===== config.mk =====
export PLATFORM = sky130hd
export DESIGN_NAME = iemsk_top
export DESIGN_NICKNAME = d
export VERILOG_FILES = /design/src/rtl/iemsk_top.v /design/src/rtl/iemsk_gate.v
export VERILOG_INCLUDE_DIRS = /design/src /design/src/rtl
export SDC_FILE = /design/constraint.sdc
export NUM_CORES = 1
export LEC_CHECK = 0
export BUFFER_PORTS_ARGS = -buffer_cell sky130_fd_sc_hd__buf_2
export CORE_MARGIN = 2
export CORE_UTILIZATION = 40
export CTS_BUF_LIST = sky130_fd_sc_hd__clkbuf_2
export DETAILED_ROUTE_END_ITERATION = 16
export MAX_ROUTING_LAYER = met4
export PLACE_DENSITY = 0.62
export SLEW_MARGIN = 20
export SYNTH_ARGS = -nofsm -noshare
export SYNTH_HDL_FRONTEND = slang
export SYNTH_SLANG_ARGS = --single-unit

===== constraint.sdc =====
create_clock -name mclk_in -period 45.9 [get_ports mclk_in]
set_input_delay 6.885 -clock mclk_in [delete_from_list [all_inputs] [get_ports mclk_in]]
set_output_delay 6.885 -clock mclk_in [all_outputs]
set_load 0.005 [all_outputs]

===== src/rtl/iemsk_defs.vh =====
// constants for the interrupt enable mask block (masks two to four)
// assumes a 16-bit register port with word indices and one 50 MHz clock
`ifndef IEMSK_DEFS_VH
`define IEMSK_DEFS_VH
`define IEMSK_ADDR_W        4
`define IEMSK_DATA_W        16
`define IEMSK_NSRC          48
`define IEMSK_PRIO_W        3
`define IEMSK_IDX_MASK_TWO   4'h0
`define IEMSK_IDX_MASK_THREE 4'h1
`define IEMSK_IDX_MASK_FOUR  4'h2
`define IEMSK_IDX_PEND_TWO   4'h3
`define IEMSK_IDX_PEND_THREE 4'h4
`define IEMSK_IDX_PEND_FOUR  4'h5
`define IEMSK_IDX_PRIO_BASE  4'h8
`define IEMSK_IMPL_TWO      16'hDFFF
`define IEMSK_IMPL_THREE    16'hA7FF
`define IEMSK_IMPL_FOUR     16'h00F7
`define IEMSK_MASK_RST      16'h0000
`define IEMSK_PRIO_RST      3'h4
`define IEMSK_PRIO_OFF      3'h0
`define IEMSK_PRIO_TOP      3'h7
`endif


===== src/rtl/iemsk_top.v =====
// interrupt enable masks two to four with pending flags and per-source priority; sources 24..47 fixed at four
// assumes a same-clock register port; read data valid the cycle after the strobe
// Behaviour
// - enable one passes request, zero holds off
// - implemented enables read/write, reset to zero
// - unused bits ignore writes, read zero
// - mask two upper byte source mapping
// - mask two lower byte source mapping
// - mask three upper byte source mapping
// - mask three lower byte source mapping
// - mask four source mapping
// - priority zero disables; seven is highest
//
// Implementation choices: the register addresses and strobed register access.
`include "iemsk_defs.vh"
module iemsk_top (
  input  wire        mclk_in,
  input  wire        nrst_in,
  input  wire [3:0]  addr_in,
  input  wire [15:0] wdata_in,
  input  wire        wr_in,
  input  wire        rd_in,
  input  wire [15:0] src_two_in,
  input  wire [15:0] src_three_in,
  input  wire [15:0] src_four_in,
  output reg  [15:0] rdata_out,
  output reg  [47:0] irq_req_out,
  output reg  [2:0]  irq_prio_out,
  output reg         irq_any_out
);
  // source bit positions are the mask bit positions:
  // two: 15 timer6, 14 dma4, 12..9 outcmp8..5, 8..6 incap6..4 ... see below
  // two: 5 incap3, 4 dma3, 3 can1 event, 2 can1 rx, 1 spi2 event, 0 spi2 error
  // three: 15 fault a, 13 dma5, 10 quad enc, 9 pwm err, 8 can2, 7 can2 rx,
  //        6 ext4, 5 ext3, 4 timer9, 3 timer8, 2 i2c2 master, 1 i2c2 slave, 0 timer7
  // four: 7 can2 tx, 6 can1 tx, 5 dma7, 4 dma6, 2 uart2 err, 1 uart1 err, 0 fault b
  reg  [15:0] irq_enable_mask_two_r;
  reg  [15:0] irq_enable_mask_three_r;
  reg  [15:0] irq_enable_mask_four_r;
  reg  [2:0]  prio_r [0:47];
  reg  [15:0] rdata_nxt;
  reg  [47:0] prio_nz;
  reg  [2:0]  best_nxt;
  wire [47:0] pend;
  wire [47:0] req;
  wire [47:0] impl_all;
  wire [47:0] ev_all;
  wire [47:0] en_all;
  wire [47:0] clr_all;
  wire        wr_pend_two;
  wire        wr_pend_three;
  wire        wr_pend_four;
  integer     i;
  integer     j;
  integer     k;
  // one enable per source, named by what it gates
  wire        timer6_irq_en;
  wire        dma_ch4_done_irq_en;
  wire        outcmp8_irq_en;
  wire        outcmp7_irq_en;
  wire        outcmp6_irq_en;
  wire        outcmp5_irq_en;
  wire        incap6_irq_en;
  wire        incap5_irq_en;
  wire        incap4_irq_en;
  wire        incap3_irq_en;
  wire        dma_ch3_done_irq_en;
  wire        can1_event_irq_en;
  wire        can1_rx_ready_irq_en;
  wire        spi2_event_irq_en;
  wire        spi2_error_irq_en;
  wire        pwm_fault_a_irq_en;
  wire        dma_ch5_done_irq_en;
  wire        quad_encoder_irq_en;
  wire        pwm_error_irq_en;
  wire        can2_event_irq_en;
  wire        can2_rx_ready_irq_en;
  wire        ext_pin4_irq_en;
  wire        ext_pin3_irq_en;
  wire        timer9_irq_en;
  wire        timer8_irq_en;
  wire        i2c2_master_irq_en;
  wire        i2c2_slave_irq_en;
  wire        timer7_irq_en;
  wire        can2_tx_request_irq_en;
  wire        can1_tx_request_irq_en;
  wire        dma_ch7_done_irq_en;
  wire        dma_ch6_done_irq_en;
  wire        uart2_error_irq_en;
  wire        uart1_error_irq_en;
  wire        pwm_fault_b_irq_en;

  function [15:0] impl_of;
    input [1:0] grp;
    begin
      case (grp)
        2'h0:    impl_of = `IEMSK_IMPL_TWO;
        2'h1:    impl_of = `IEMSK_IMPL_THREE;
        2'h2:    impl_of = `IEMSK_IMPL_FOUR;
        default: impl_of = 16'h0000;
      endcase
    end
  endfunction

  function hit;
    input [3:0] a;
    input [3:0] idx;
    begin
      hit = (a == idx);
    end
  endfunction

  assign impl_all = {impl_of(2'h2), impl_of(2'h1), impl_of(2'h0)};
  assign ev_all   = {src_four_in, src_three_in, src_two_in};
  // named enables keep the bit map in one place; unused positions tie low
  assign timer6_irq_en          = irq_enable_mask_two_r[15];
  assign dma_ch4_done_irq_en    = irq_enable_mask_two_r[14];
  assign outcmp8_irq_en         = irq_enable_mask_two_r[12];
  assign outcmp7_irq_en         = irq_enable_mask_two_r[11];
  assign outcmp6_irq_en         = irq_enable_mask_two_r[10];
  assign outcmp5_irq_en         = irq_enable_mask_two_r[9];
  assign incap6_irq_en          = irq_enable_mask_two_r[8];
  assign incap5_irq_en          = irq_enable_mask_two_r[7];
  assign incap4_irq_en          = irq_enable_mask_two_r[6];
  assign incap3_irq_en          = irq_enable_mask_two_r[5];
  assign dma_ch3_done_irq_en    = irq_enable_mask_two_r[4];
  assign can1_event_irq_en      = irq_enable_mask_two_r[3];
  assign can1_rx_ready_irq_en   = irq_enable_mask_two_r[2];
  assign spi2_event_irq_en      = irq_enable_mask_two_r[1];
  assign spi2_error_irq_en      = irq_enable_mask_two_r[0];
  assign pwm_fault_a_irq_en     = irq_enable_mask_three_r[15];
  assign dma_ch5_done_irq_en    = irq_enable_mask_three_r[13];
  assign quad_encoder_irq_en    = irq_enable_mask_three_r[10];
  assign pwm_error_irq_en       = irq_enable_mask_three_r[9];
  assign can2_event_irq_en      = irq_enable_mask_three_r[8];
  assign can2_rx_ready_irq_en   = irq_enable_mask_three_r[7];
  assign ext_pin4_irq_en        = irq_enable_mask_three_r[6];
  assign ext_pin3_irq_en        = irq_enable_mask_three_r[5];
  assign timer9_irq_en          = irq_enable_mask_three_r[4];
  assign timer8_irq_en          = irq_enable_mask_three_r[3];
  assign i2c2_master_irq_en     = irq_enable_mask_three_r[2];
  assign i2c2_slave_irq_en      = irq_enable_mask_three_r[1];
  assign timer7_irq_en          = irq_enable_mask_three_r[0];
  assign can2_tx_request_irq_en = irq_enable_mask_four_r[7];
  assign can1_tx_request_irq_en = irq_enable_mask_four_r[6];
  assign dma_ch7_done_irq_en    = irq_enable_mask_four_r[5];
  assign dma_ch6_done_irq_en    = irq_enable_mask_four_r[4];
  assign uart2_error_irq_en     = irq_enable_mask_four_r[2];
  assign uart1_error_irq_en     = irq_enable_mask_four_r[1];
  assign pwm_fault_b_irq_en     = irq_enable_mask_four_r[0];
  assign en_all   = {
    // mask four
    8'h00,
    can2_tx_request_irq_en,
    can1_tx_request_irq_en,
    dma_ch7_done_irq_en,
    dma_ch6_done_irq_en,
    1'h0,
    uart2_error_irq_en,
    uart1_error_irq_en,
    pwm_fault_b_irq_en,
    // mask three
    pwm_fault_a_irq_en,
    1'h0,
    dma_ch5_done_irq_en,
    2'h0,
    quad_encoder_irq_en,
    pwm_error_irq_en,
    can2_event_irq_en,
    can2_rx_ready_irq_en,
    ext_pin4_irq_en,
    ext_pin3_irq_en,
    timer9_irq_en,
    timer8_irq_en,
    i2c2_master_irq_en,
    i2c2_slave_irq_en,
    timer7_irq_en,
    // mask two
    timer6_irq_en,
    dma_ch4_done_irq_en,
    1'h0,
    outcmp8_irq_en,
    outcmp7_irq_en,
    outcmp6_irq_en,
    outcmp5_irq_en,
    incap6_irq_en,
    incap5_irq_en,
    incap4_irq_en,
    incap3_irq_en,
    dma_ch3_done_irq_en,
    can1_event_irq_en,
    can1_rx_ready_irq_en,
    spi2_event_irq_en,
    spi2_error_irq_en};
  assign wr_pend_two   = wr_in & hit(addr_in, `IEMSK_IDX_PEND_TWO);
  assign wr_pend_three = wr_in & hit(addr_in, `IEMSK_IDX_PEND_THREE);
  assign wr_pend_four  = wr_in & hit(addr_in, `IEMSK_IDX_PEND_FOUR);
  // pending flags clear by writing one to the bit
  assign clr_all = {wr_pend_four ? wdata_in : 16'h0000,
                    wr_pend_three ? wdata_in : 16'h0000,
                    wr_pend_two ? wdata_in : 16'h0000};

  genvar g;
  generate
    for (g = 0; g < 3; g = g + 1) begin : grp
      iemsk_gate u_gate (
        .mclk_in     (mclk_in),
        .nrst_in     (nrst_in),
        .event_in    (ev_all[g*16 +: 16]),
        .enable_in   (en_all[g*16 +: 16]),
        .impl_in     (impl_all[g*16 +: 16]),
        .prio_nz_in  (prio_nz[g*16 +: 16]),
        .pend_clr_in (clr_all[g*16 +: 16]),
        .pend_out    (pend[g*16 +: 16]),
        .req_out     (req[g*16 +: 16])
      );
    end
  endgenerate

  // enable masks; unimplemented positions never store
  always @(posedge mclk_in or negedge nrst_in) begin
    if (!nrst_in) begin
      irq_enable_mask_two_r   <= `IEMSK_MASK_RST;
      irq_enable_mask_three_r <= `IEMSK_MASK_RST;
      irq_enable_mask_four_r  <= `IEMSK_MASK_RST;
    end else if (wr_in) begin
      if (hit(addr_in, `IEMSK_IDX_MASK_TWO)) begin
        irq_enable_mask_two_r <= wdata_in & `IEMSK_IMPL_TWO;
      end
      if (hit(addr_in, `IEMSK_IDX_MASK_THREE)) begin
        irq_enable_mask_three_r <= wdata_in & `IEMSK_IMPL_THREE;
      end
      if (hit(addr_in, `IEMSK_IDX_MASK_FOUR)) begin
        irq_enable_mask_four_r <= wdata_in & `IEMSK_IMPL_FOUR;
      end
    end
  end

  // priorities: index 8+k holds four 3-bit fields for sources 4k..4k+3,
  // each field in a nibble's low three bits
  // indices above the last priority word are unmapped and ignore writes
  always @(posedge mclk_in or negedge nrst_in) begin
    if (!nrst_in) begin
      for (i = 0; i < 48; i = i + 1) begin
        prio_r[i] <= `IEMSK_PRIO_RST;
      end
    end else if (wr_in && addr_in >= `IEMSK_IDX_PRIO_BASE && addr_in <= 4'hD) begin
      for (i = 0; i < 48; i = i + 1) begin
        if ((i / 4) == ({28'h0, addr_in} - {28'h0, `IEMSK_IDX_PRIO_BASE}) && impl_all[i]) begin
          prio_r[i] <= wdata_in[(i % 4) * 4 +: 3];
        end
      end
    end
  end

  // highest enabled request priority; priority zero is never a request
  always @* begin
    prio_nz  = 48'h0;
    best_nxt = `IEMSK_PRIO_OFF;
    for (j = 0; j < 48; j = j + 1) begin
      prio_nz[j] = (prio_r[j] != `IEMSK_PRIO_OFF);
    end
    for (j = 0; j < 48; j = j + 1) begin
      if (req[j] && prio_r[j] > best_nxt) begin
        best_nxt = prio_r[j];
      end
    end
  end

  always @* begin
    rdata_nxt = 16'h0000;
    case (addr_in)
      `IEMSK_IDX_MASK_TWO:   rdata_nxt = irq_enable_mask_two_r;
      `IEMSK_IDX_MASK_THREE: rdata_nxt = irq_enable_mask_three_r;
      `IEMSK_IDX_MASK_FOUR:  rdata_nxt = irq_enable_mask_four_r;
      `IEMSK_IDX_PEND_TWO:   rdata_nxt = pend[15:0];
      `IEMSK_IDX_PEND_THREE: rdata_nxt = pend[31:16];
      `IEMSK_IDX_PEND_FOUR:  rdata_nxt = pend[47:32];
      default: begin
        if (addr_in >= `IEMSK_IDX_PRIO_BASE && addr_in <= 4'hD) begin
          for (k = 0; k < 48; k = k + 1) begin
            if ((k / 4) == ({28'h0, addr_in} - {28'h0, `IEMSK_IDX_PRIO_BASE})) begin
              rdata_nxt[(k % 4) * 4 +: 3] = impl_all[k] ? prio_r[k] : 3'h0;
            end
          end
        end
      end
    endcase
  end

  always @(posedge mclk_in or negedge nrst_in) begin
    if (!nrst_in) begin
      rdata_out    <= 16'h0000;
      irq_req_out  <= 48'h0;
      irq_prio_out <= `IEMSK_PRIO_OFF;
      irq_any_out  <= 1'b0;
    end else begin
      rdata_out    <= rd_in ? rdata_nxt : 16'h0000;
      irq_req_out  <= req;
      irq_prio_out <= best_nxt;
      irq_any_out  <= |req;
    end
  end
endmodule


===== src/rtl/iemsk_gate.v =====
// one 16-bit group of sources: pending flags and enable/priority gating
// assumes event inputs are synchronous one-cycle pulses or levels on mclk_in
`include "iemsk_defs.vh"
module iemsk_gate (
  input  wire        mclk_in,
  input  wire        nrst_in,
  input  wire [15:0] event_in,
  input  wire [15:0] enable_in,
  input  wire [15:0] impl_in,
  input  wire [15:0] prio_nz_in,
  input  wire [15:0] pend_clr_in,
  output reg  [15:0] pend_out,
  output wire [15:0] req_out
);
  wire [15:0] pend_nxt;

  // set wins over a software clear landing in the same cycle
  assign pend_nxt = ((pend_out & ~pend_clr_in) | event_in) & impl_in;
  always @(posedge mclk_in or negedge nrst_in) begin
    if (!nrst_in) begin
      pend_out <= 16'h0000;
    end else begin
      pend_out <= pend_nxt;
    end
  end

  assign req_out = pend_out & enable_in & prio_nz_in & impl_in;
endmodule


==> results of run 1 <==
-- cell type report --
class / count / share of cell area
sequential: 230 / 0.354
antenna: 2 / 0.000306
clock inverter: 22 / 0.0108
multi-input combinational: 1174 / 0.499
timing repair buffer: 147 / 0.0520
tap: 461 / 0.0353
clock buffer: 101 / 0.0309
inverter: 75 / 0.0172
-- worst max-delay path: cells and delay by family (launching register included) --
family,cells,cell delay (ns)
AOI/OAI and AO/OA,89,15.01
and+or+nand+nor,93,13.89
adders and majority gates,37,10.52
muxes,10,2.76
DFF,1,0.58
buffers and inverters,5,0.44
-- layer usage --
layer | routed length (um) | up-vias | GRT usage
met1 | 23100 | 6662 | 0.389
met2 | 23800 | 700 | 0.423
met5 | 0 | - | -
met4 | 2320 | 0 | 0.126
li1 | - | 6117 | -
met3 | 4330 | 138 | 0.0553
-- stage by stage --
step | TNS [ns] | hold WS [ns] | std cells
6_report | 0 | 0.389 | 2212
5_1_grt | -1.02 | 0.398 | 2212
4_1_cts | 0 | 0.392 | 2190
3_5_place_dp | 0 | 0.380 | 2067
3_3_place_gp | 0 | 0.378 | 2067
2_1_floorplan | 0 | 0.443 | 1586
-- power groups by stage --
stage / combinational (mW) / sequential (mW) / clock (mW)
2_1_floorplan: 0.464 / 0.261 / 0
3_3_place_gp: 0.594 / 0.282 / 0
3_5_place_dp: 0.602 / 0.283 / 0
4_1_cts: 0.606 / 0.279 / 0.178
5_1_grt: 0.776 / 0.285 / 0.190
6_report: 0.694 / 0.282 / 0.173
-- cell families after synthesis --
logic type                 count (synthesis)  synth area share
and+or+nand+nor                          566             0.195
AOI/OAI and AO/OA                        454             0.235
DFF                                      230             0.403
buffers and inverters                    182            0.0535
muxes                                     94            0.0743
adders and majority gates                 47            0.0397
other                                      1          0.000260
-- path summary, 6_finish.rpt --
check,startpoint,to,slack [ns]
min in group asynchronous,nrst_in,prio_r[111],5.88
max in group asynchronous,nrst_in,grp[2].u_gate.pend_out[2],37.84
max,prio_r[143],irq_prio_out[0],2.57
min reg2reg,prio_r[29],prio_r[29],0.39
min,prio_r[29],prio_r[29],0.39
max reg2reg,prio_r[143],irq_prio_out[0],2.57
-- flip-flops by register name, indices dropped and copies added, names as in the netlist --
name                     count
prio_r                     105
grp.u_gate.pend_out         35
irq_req_out                 35
rdata_out                   16
irq_enable_mask_two_r       15
irq_enable_mask_three_r     13
irq_enable_mask_four_r       7
irq_prio_out                 3
irq_any_out                  1
-- what timing repair did --
item | CTS | global route
setup endpoints to repair | 1 | 3
pin swaps | 0 | 13
cloned | 0 | 0
gates resized for setup | 1 | 64
setup buffers | 0 | 19
-- cell usage in the layout (no fill, tap or decap), types with 11 or more instances in the layout --
| cell type | n |
|---|---|
| a21o_1 | 45 |
| a21oi_1 | 53 |
| a22oi_1 | 37 |
| a31oi_1 | 21 |
| and3_1 | 48 |
| buf_2 | 112 |
| buf_4 | 33 |
| clkbuf_2 | 101 |
| clkinv_1 | 11 |
| conb_1 | 13 |
| dfrtp_1 | 195 |
| dfstp_2 | 35 |
| ha_1 | 40 |
| inv_1 | 75 |
| mux2_2 | 83 |
| nand2_1 | 194 |
| nand3_1 | 55 |
| nand4_1 | 19 |
| nor2_1 | 106 |
| nor3_1 | 33 |
| nor4_1 | 13 |
| o21a_1 | 16 |
| o21ai_0 | 83 |
| o311a_1 | 22 |
| o311ai_0 | 11 |
| or2_2 | 11 |
==> results by group, run 1 <==
Timing
  • Final Cycle Share: 0.944
  • Tightest Pin Transition: 1.05 ns
  • Rel. slew slack: 0.299
  • Max-slew violations: 0
  • Worst setup margin: 2.57 ns
  • Minimum clock period: 43.33 ns
  • Fmax achieved: 0.0231 GHz
  • Hold Vio Cnt, Final: 0
  • Layout Skew: 0.0727 ns
  • Setup Viol. Count Final: 0

Min path
  • Worst Hold Path Cells: 0
  • Worst Hold Class: reg2reg

Power and ir drop
  • Clock network fraction of design power: 0.151
  • Net Sw Frac: 0.468
  • Power Internal: 0.611 mW
  • Comb pwr share: 0.604
  • Maximum VDD drop: between 0.03 and 0.04 mV
  • P_sw: 0.538 mW
  • Part of the power in registers: 0.245
  • Final Power: 1.15 mW
  • PwrDens: 70.2 nW/um^2
  • Leak: roughly 7.2 nW

Worst setup path
  • R2R depth: 234
  • Cell mode on critical path: ha_1
  • Crit Path Category: reg2reg
  • Kind of end point of the critical path: register
  • CP Data Arrival Time: 44.12 ns
  • CP startpoint kind: register
  • Worst path max stage delay: 0.63 ns
  • Crit-path slowest cell: or4b_2
  • Critical Path RT: 46.69 ns
  • Maximum fanout along the worst path: 6

Route
  • DR WL/cell: between 20 and 25 um
  • Post-Route WL: between 50000 and 60000 um
  • Routed via count: 13600
  • Post-route ant nets: 0
  • DR pass1 iterations: 6
  • Vias/cell: 6.16
  • Drt drc: 0
  • Detailed Route Iter0 Violations: 1430

Clock network
  • Clock slew at reported path FFs: 0.12 ns
  • CTS max path bufs: 3
  • CTS tree: built
  • Clock latency on the worst-skew pair: 0.93 ns
  • CTS root buf: clkbuf_2
  • CTS Sinks: 230
  • H-tree depth: 3
  • Hold-fix buffers, CTS: 0
  • Num CTS Buffers: 68

Logic synthesis
  • Mean Syn Cell Area: 9.15 sq um
  • Top cells by area, synth: dfrtp_1 34%, mux2_2 6.5%, dfstp_2 6.4%
  • Mapped Area: 14400 sq um
  • Top FF cell, synth: dfrtp_1
  • Ys async rst share: 1.00
  • Post-Synthesis Cells: 1574
  • Count leader, synth: dfrtp_1
  • FF+latch count, synth: 230
  • Yosys cell types: 105
  • Post-synth EDFFs: 0
  • Top cell type's share of synthesized area: 0.339
  • Register area share after synthesis: 0.403
  • Ys Warns: 0
  • Cell taking the most area after synthesis: dfrtp_1
  • Most frequent cells after synthesis: 195 x dfrtp_1, 194 x nand2_1, 117 x nor2_1

Cells and area
  • Design area: roughly 16000 sq um
  • Number of fillers in the final layout: around 3500
  • Storage element area: slightly below 6000 sq um
  • Final design utilization: 0.461
  • Area occupied by multi-input gates: 8170 sq um
  • Final nets: 1808
  • Fraction of layout cells with a size suffix above 1: 0.280
  • Layout area overhead: 13.6%

Die
  • Initial core utilization: 0.406
  • DIE AREA: 37500 sq um
  • Die height: 194 um
  • Die W: 194 um
  • # IOs: 140
  • Row count: 69
  • Core area: roughly 35000 sq um

Placement
  • Gpl congestion: 0.988
  • Placed Instance Area: roughly 15000 sq um
  • Post-DP HPWL: 39200 um
  • Port bufs: 113
  • Pre-CTS setup slack: 0.104 ns

Global routing
  • Largest net degree at the start of global routing: 127
  • Congestion Overflow GR: 0
  • Via count of the first global-routing pass: about 13000
  • Total track usage: 0.289
  • First-pass GRT wire length: 80500 um
  • Initial antenna violation count: 3

Run
  • Total of max-cap violations: 0

Status
  • Status: finished clean
No activity file was read; power rests on OpenSTA's default activity.
==> inputs of run 2 (changes only) <==
--- a/config.mk
+++ b/config.mk
@@ -10,9 +10,11 @@
 export CORE_MARGIN = 2
 export CORE_UTILIZATION = 40
 export CTS_BUF_LIST = sky130_fd_sc_hd__clkbuf_2
+export CTS_CLUSTER_SIZE = 10
 export DETAILED_ROUTE_END_ITERATION = 16
 export MAX_ROUTING_LAYER = met4
 export PLACE_DENSITY = 0.62
+export RECOVER_POWER = 25
 export SLEW_MARGIN = 20
 export SYNTH_ARGS = -nofsm -noshare
 export SYNTH_HDL_FRONTEND = slang
==> run 2 against run 1 <==
Combinational power barely moved. Clock-buffer cell count is 3 higher. Hold slack gained 0.024 ns. Critical path type unchanged.
==> results by group, run 2 (synthesis results as in run 1) <==
Route
  • DR pass1 iterations: 7
  • Post-route ant nets: 0
  • Drt drc: 0
  • DR WL/cell: 24.2 um
  • Vias/cell: 6.16
  • Detailed Route Iter0 Violations: 1448
  • Post-Route WL: ~54000 um
  • Routed via count: 13600

Placement
  • Port bufs: approximately 110
  • Pre-CTS setup slack: 0.104 ns
  • Placed Instance Area: roughly 15000 sq um
  • Gpl congestion: 0.988
  • Post-DP HPWL: 39200 um
  • DP Cell Count: 2067

Cells and area
  • Largest Register: prio_r
  • Fraction of layout cells with a size suffix above 1: 0.275
  • Design area: 16300 sq um
  • Most frequent cells in the layout: 195 x dfrtp_1, 194 x nand2_1, 112 x buf_2
  • Max reg flops: 105
  • Storage element area: 5800 sq um
  • Final design utilization: 0.460
  • Final nets: 1809
  • Most common cell after layout, fill and taps aside: dfrtp_1
  • Layout area overhead: 13.4%
  • Area occupied by multi-input gates: between 8000 and 9000 sq um
  • Post-Layout Cell Count: 2215
  • Regs by FF count: prio_r (105), grp.u_gate.pend_out (35), irq_req_out (35)
  • Number of fillers in the final layout: about 3500

Clock network
  • CTS root buf: clkbuf_2
  • Num CTS Buffers: 68
  • CTS Sinks: 230
  • H-tree depth: 3
  • CTS max path bufs: 3
  • CTS tree: built
  • Hold-fix buffers, CTS: 0
  • Clock latency on the worst-skew pair: ~0.95 ns
  • Clock slew at reported path FFs: 0.11 ns

Worst setup path
  • Reg2Reg Capture Point: irq_prio_out[0]
  • Crit Path Category: reg2reg
  • Crit-path slowest cell: or4b_2
  • Cell mode on critical path: ha_1
  • FF-to-FF Start: prio_r[143]
  • Critical Path RT: 46.72 ns
  • Kind of end point of the critical path: register
  • Worst path max stage delay: ~0.63 ns
  • Maximum fanout along the worst path: 6
  • CP Data Arrival Time: 44.10 ns
  • R2R depth: 234
  • Worst reg-to-reg setup slack: 2.62 ns
  • Critical path origin: prio_r[143]
  • CP startpoint kind: register

Die
  • # IOs: 140
  • Die height: a little under 200 um
  • Core area: 35500 sq um
  • Row count: 69
  • Die W: 194 um
  • DIE AREA: 37500 sq um
  • Initial core utilization: 0.406

Global routing
  • Congestion Overflow GR: 0
  • First-pass GRT wire length: 80500 um
  • Initial antenna violation count: 4
  • Largest net degree at the start of global routing: 127
  • Via count of the first global-routing pass: 12900
  • Total track usage: 0.289

Run
  • Total of max-cap violations: 0

Power and ir drop
  • Leak: 7.22 nW
  • Maximum VDD drop: roughly 0.036 mV
  • PwrDens: 69.8 nW/um^2

Timing
  • Layout Skew: 0.0794 ns
  • Tightest Pin Transition: 1.05 ns
  • Fmax achieved: 0.0231 GHz
  • Max-slew violations: 0
  • Final Cycle Share: 0.943
  • Worst setup margin: 2.62 ns
  • Rel. slew slack: 0.298
  • Minimum clock period: roughly 43 ns
  • Setup Viol. Count Final: 0
  • Hold Vio Cnt, Final: 0

Status
  • Status: finished clean

Min path
  • Worst Hold Class: reg2reg
  • Worst Hold Path Cells: 0
  • Worst hold start: prio_r[29]
  • Hold Crit Endpoint: prio_r[29]
[run 2: cell types whose count changed in the layout (fill, tap and decap cells not counted), sizes merged]
cell	change
clkbuf	+3
bufinv	-2
buf	+1
clkinv	-1
diode	+1
inv	+1
[run 2: through the flow]
stage	hold slack (ns)	power, mW	setup TNS, ns
after global placement	0.378	0.876	0
final	0.413	1.14	0
after CTS	0.392	1.05	0
after floorplan	0.443	0.725	0
after global routing	0.428	1.24	-0.987
after detailed placement	0.380	0.885	0
[run 2: per-layer routing]
metal  GRT usage  wire, um  up-vias
met2       0.425     23800      681
met5           -         0        -
met4       0.124      2250        0
met1       0.390     23200     6690
met3      0.0532      4420      136
li1            -         -     6127
[run 2: cell type report]
class,instances,share of cell area
antenna,3,0.000460
clock buffer,104,0.0319
clock inverter,20,0.00682
inverter,75,0.0172
multi-input combinational,1174,0.500
sequential,230,0.355
tap,461,0.0353
timing repair buffer,148,0.0526
[run 2: repair_timing]
action	CTS	global route
pin swaps	0	12
endpoints found under the setup margin	1	3
resized for setup	1	63
setup buffers	0	20
[run 2: worst max path at each step]
stage,to,slack [ns],cells past startpoint
floorplan,irq_prio_out[0],5.93,229
global placement,irq_prio_out[0],0.89,228
detailed placement,irq_prio_out[0],0.10,228
CTS,irq_prio_out[0],0.12,228
global route,irq_prio_out[0],-0.35,235
finish,irq_prio_out[0],2.62,234
[run 2: critical path: cells and delay by family, from the launching register on]
family          cells  cell delay, ns
compound gates     90           15.03
flops               1            0.58
simple gates       92           13.79
mux                10            2.76
fa+ha+maj          37           10.50
buf+inv             5            0.44
[run 2: where the power goes]
group	switching (mW)	internal [mW]	leakage [nW]
combinational	0.395	0.300	4.01
sequential	0.0465	0.235	2.72
clock	0.0963	0.0660	0.492
==> inputs of run 3 (changes only) <==
--- a/config.mk
+++ b/config.mk
@@ -6,14 +6,15 @@
 export SDC_FILE = /design/constraint.sdc
 export NUM_CORES = 1
 export LEC_CHECK = 0
-export BUFFER_PORTS_ARGS = -buffer_cell sky130_fd_sc_hd__buf_2
+export ABC_AREA = 1
 export CORE_MARGIN = 2
 export CORE_UTILIZATION = 40
 export CTS_BUF_LIST = sky130_fd_sc_hd__clkbuf_2
 export CTS_CLUSTER_SIZE = 10
 export DETAILED_ROUTE_END_ITERATION = 16
+export DONT_BUFFER_PORTS = 1
 export MAX_ROUTING_LAYER = met4
-export PLACE_DENSITY = 0.62
+export PLACE_DENSITY = 0.58
 export RECOVER_POWER = 25
 export SLEW_MARGIN = 20
 export SYNTH_ARGS = -nofsm -noshare
==> run 3 against run 2 <==
Setup slack better by 7.5 ns. Non-clock buffer count is 146 lower. First-iteration DRC count is 42% lower. Flip-flop and latch count stayed put. Power is 23% lower. Critical endpoint is now irq_prio_out[1]. Highest routed layer unchanged.
==> results by group, run 3 <==
Die
  • Initial core utilization: 0.406
  • Core area: 31600 sq um
  • DIE AREA: 33500 sq um
  • Die W: around 180 um
  • Row count: 65
  • # IOs: 140
  • Die height: 183 um

Placement
  • Port bufs: 0
  • Post-DP HPWL: 29000 um
  • Gpl congestion: approximately 0.94
  • DP Cell Count: 1914
  • Pre-CTS setup slack: 10.11 ns

Logic synthesis
  • Yosys cell types: 46
  • Post-Synthesis Cells: 1582
  • Ys Warns: 0
  • FF+latch count, synth: 230
  • Register area share after synthesis: 0.452
  • Ys async rst share: 1.00
  • Count leader, synth: nand2_1
  • Top cells by area, synth: dfrtp_1 38%, nand2_1 9.1%, inv_1 7.3%
  • Cell taking the most area after synthesis: dfrtp_1
  • Post-synth EDFFs: 0
  • Top cell type's share of synthesized area: 0.380
  • Mapped Area: approximately 13000 sq um
  • Top FF cell, synth: dfrtp_1
  • Most frequent cells after synthesis: 311 x nand2_1, 248 x inv_1, 195 x dfrtp_1
  • Mean Syn Cell Area: 8.11 sq um

Timing
  • Setup TNS: 0 ns
  • Tightest Pin Transition: 1.17 ns
  • RSZ-0062 raised after global routing: no
  • Layout Skew: 0.0984 ns
  • Fmax achieved: ~0.028 GHz
  • Max-slew violations: 0
  • Final Cycle Share: 0.781
  • Hold Vio Cnt, Final: 0
  • Minimum clock period: 35.83 ns
  • Worst setup margin: 10.07 ns
  • Setup Viol. Count Final: 0
  • Rel. slew slack: 0.219

Worst setup path
  • Maximum fanout along the worst path: 5
  • Cell mode on critical path: nand2_2
  • CP Data Arrival Time: 36.61 ns
  • Crit Path Category: reg2reg
  • CP startpoint kind: register
  • Worst path max stage delay: 0.54 ns
  • Worst reg-to-reg setup slack: 10.07 ns
  • Crit-path slowest cell: dfstp_2
  • Kind of end point of the critical path: register
  • Critical Path RT: 46.68 ns

Power and ir drop
  • Leak: 6.63 nW
  • PwrDens: 64.1 nW/um^2
  • Maximum VDD drop: 0.0336 mV

Min path
  • Worst Hold Class: reg2reg

Cells and area
  • Final nets: 1692
  • Layout area overhead: 6.62%
  • Largest Register: prio_r
  • Post-Layout Cell Count: roughly 2000
  • Max reg flops: roughly 110
  • Most frequent cells in the layout: 311 x nand2_1, 248 x inv_1, 195 x dfrtp_1
  • Most common cell after layout, fill and taps aside: nand2_1
  • Regs by FF count: prio_r (105), grp.u_gate.pend_out (35), irq_req_out (35)
  • Fraction of layout cells with a size suffix above 1: 0.149

Global routing
  • Via count of the first global-routing pass: 10400
  • Met3 Track Usage GR: 0.0588
  • Most Crowded Layer GR: met2
  • Total track usage: 0.248
  • Congestion Overflow GR: 0
  • GR Util met1: 0.326
  • First-pass GRT wire length: 60700 um
  • Met2 usage: 0.359
  • Initial antenna violation count: 8
  • Largest net degree at the start of global routing: 231

Status
  • Status: finished clean

Clock network
  • Setup bufs post-CTS: 0
  • H-tree depth: 3
  • CTS tree: built
  • Clock slew at reported path FFs: 0.09 ns
  • Clock latency on the worst-skew pair: 0.90 ns
  • CTS root buf: clkbuf_2
  • CTS max path bufs: 3
  • Hold-fix buffers, CTS: 0
  • Num CTS Buffers: 66
  • CTS Sinks: 230
  • CTS resizes: 0

Route
  • Routed via count: 10800
  • Drt drc: 0
  • DR pass1 iterations: 5
  • Post-Route WL: 39400 um
  • Post-route ant nets: 0
  • Vias/cell: 5.30
  • DR WL/cell: 19.3 um
  • Detailed Route Iter0 Violations: between 800 and 900

Run
  • Total of max-cap violations: 0
## run 3: cell families after synthesis
| family | share of synthesized area |
|---|---|
| compound gates | 0.189 |
| fa+ha+maj | 0.0390 |
| buf+inv | 0.104 |
| flops | 0.452 |
| other cells | 0.000292 |
| simple gates | 0.216 |
## run 3: worst paths after layout
kind,start,endpoint,cells past startpoint
max in group asynchronous,nrst_in,prio_r[83],0
setup / recovery,prio_r[143],irq_prio_out[1],221
min in group asynchronous,nrst_in,irq_req_out[9],0
hold / removal,prio_r[63],prio_r[63],0
setup reg to reg,prio_r[143],irq_prio_out[1],221
hold reg to reg,prio_r[63],prio_r[63],0
## run 3: final cells by class
cell class | instances | area, sq um
tap | 402 | 503
multi-input combinational | 1023 | 5740
clock inverter | 21 | 146
sequential | 230 | 5800
clock buffer | 98 | 490
fill | 3219 | 17900
timing repair buffer | 2 | 15.0
antenna | 8 | 20.0
inverter | 257 | 965
## run 3: worst max-delay path, delay by kind of cell, from the launching register on
| kind | cells | cell delay [ns] |
|---|---|---|
| and+or+nand+nor | 109 | 11.68 |
| buffers and inverters | 16 | 1.13 |
| AOI/OAI and AO/OA | 62 | 12.66 |
| DFF | 1 | 0.54 |
| adders and majority gates | 34 | 9.63 |
## run 3: routing by layer
metal  up-vias  share of wire
li1       5266              -
met4         0          0.041
met2       358           0.45
met5         -              0
met1      5095           0.45
met3        96          0.064
## run 3: where the power goes
part           internal, mW  leakage [nW]  switching [mW]  total [mW]
Clock                0.0687         0.474          0.0919       0.161
Combinational         0.189          3.35           0.278       0.467
Sequential            0.227          2.80          0.0213       0.249
Total                 0.485          6.63           0.391       0.876
## run 3: through the flow
step / power [mW] / utilization / hold slack (ns) / area (sq um)
floorplan: 0.629 / - / 0.429 / 12900
global placement: 0.703 / 0.413 / 0.366 / 13000
detailed placement: 0.718 / 0.413 / 0.366 / 13000
CTS: 0.884 / 0.433 / 0.385 / 13700
global route: 0.970 / 0.433 / 0.398 / 13700
finish: 0.876 / 0.433 / 0.381 / 13700
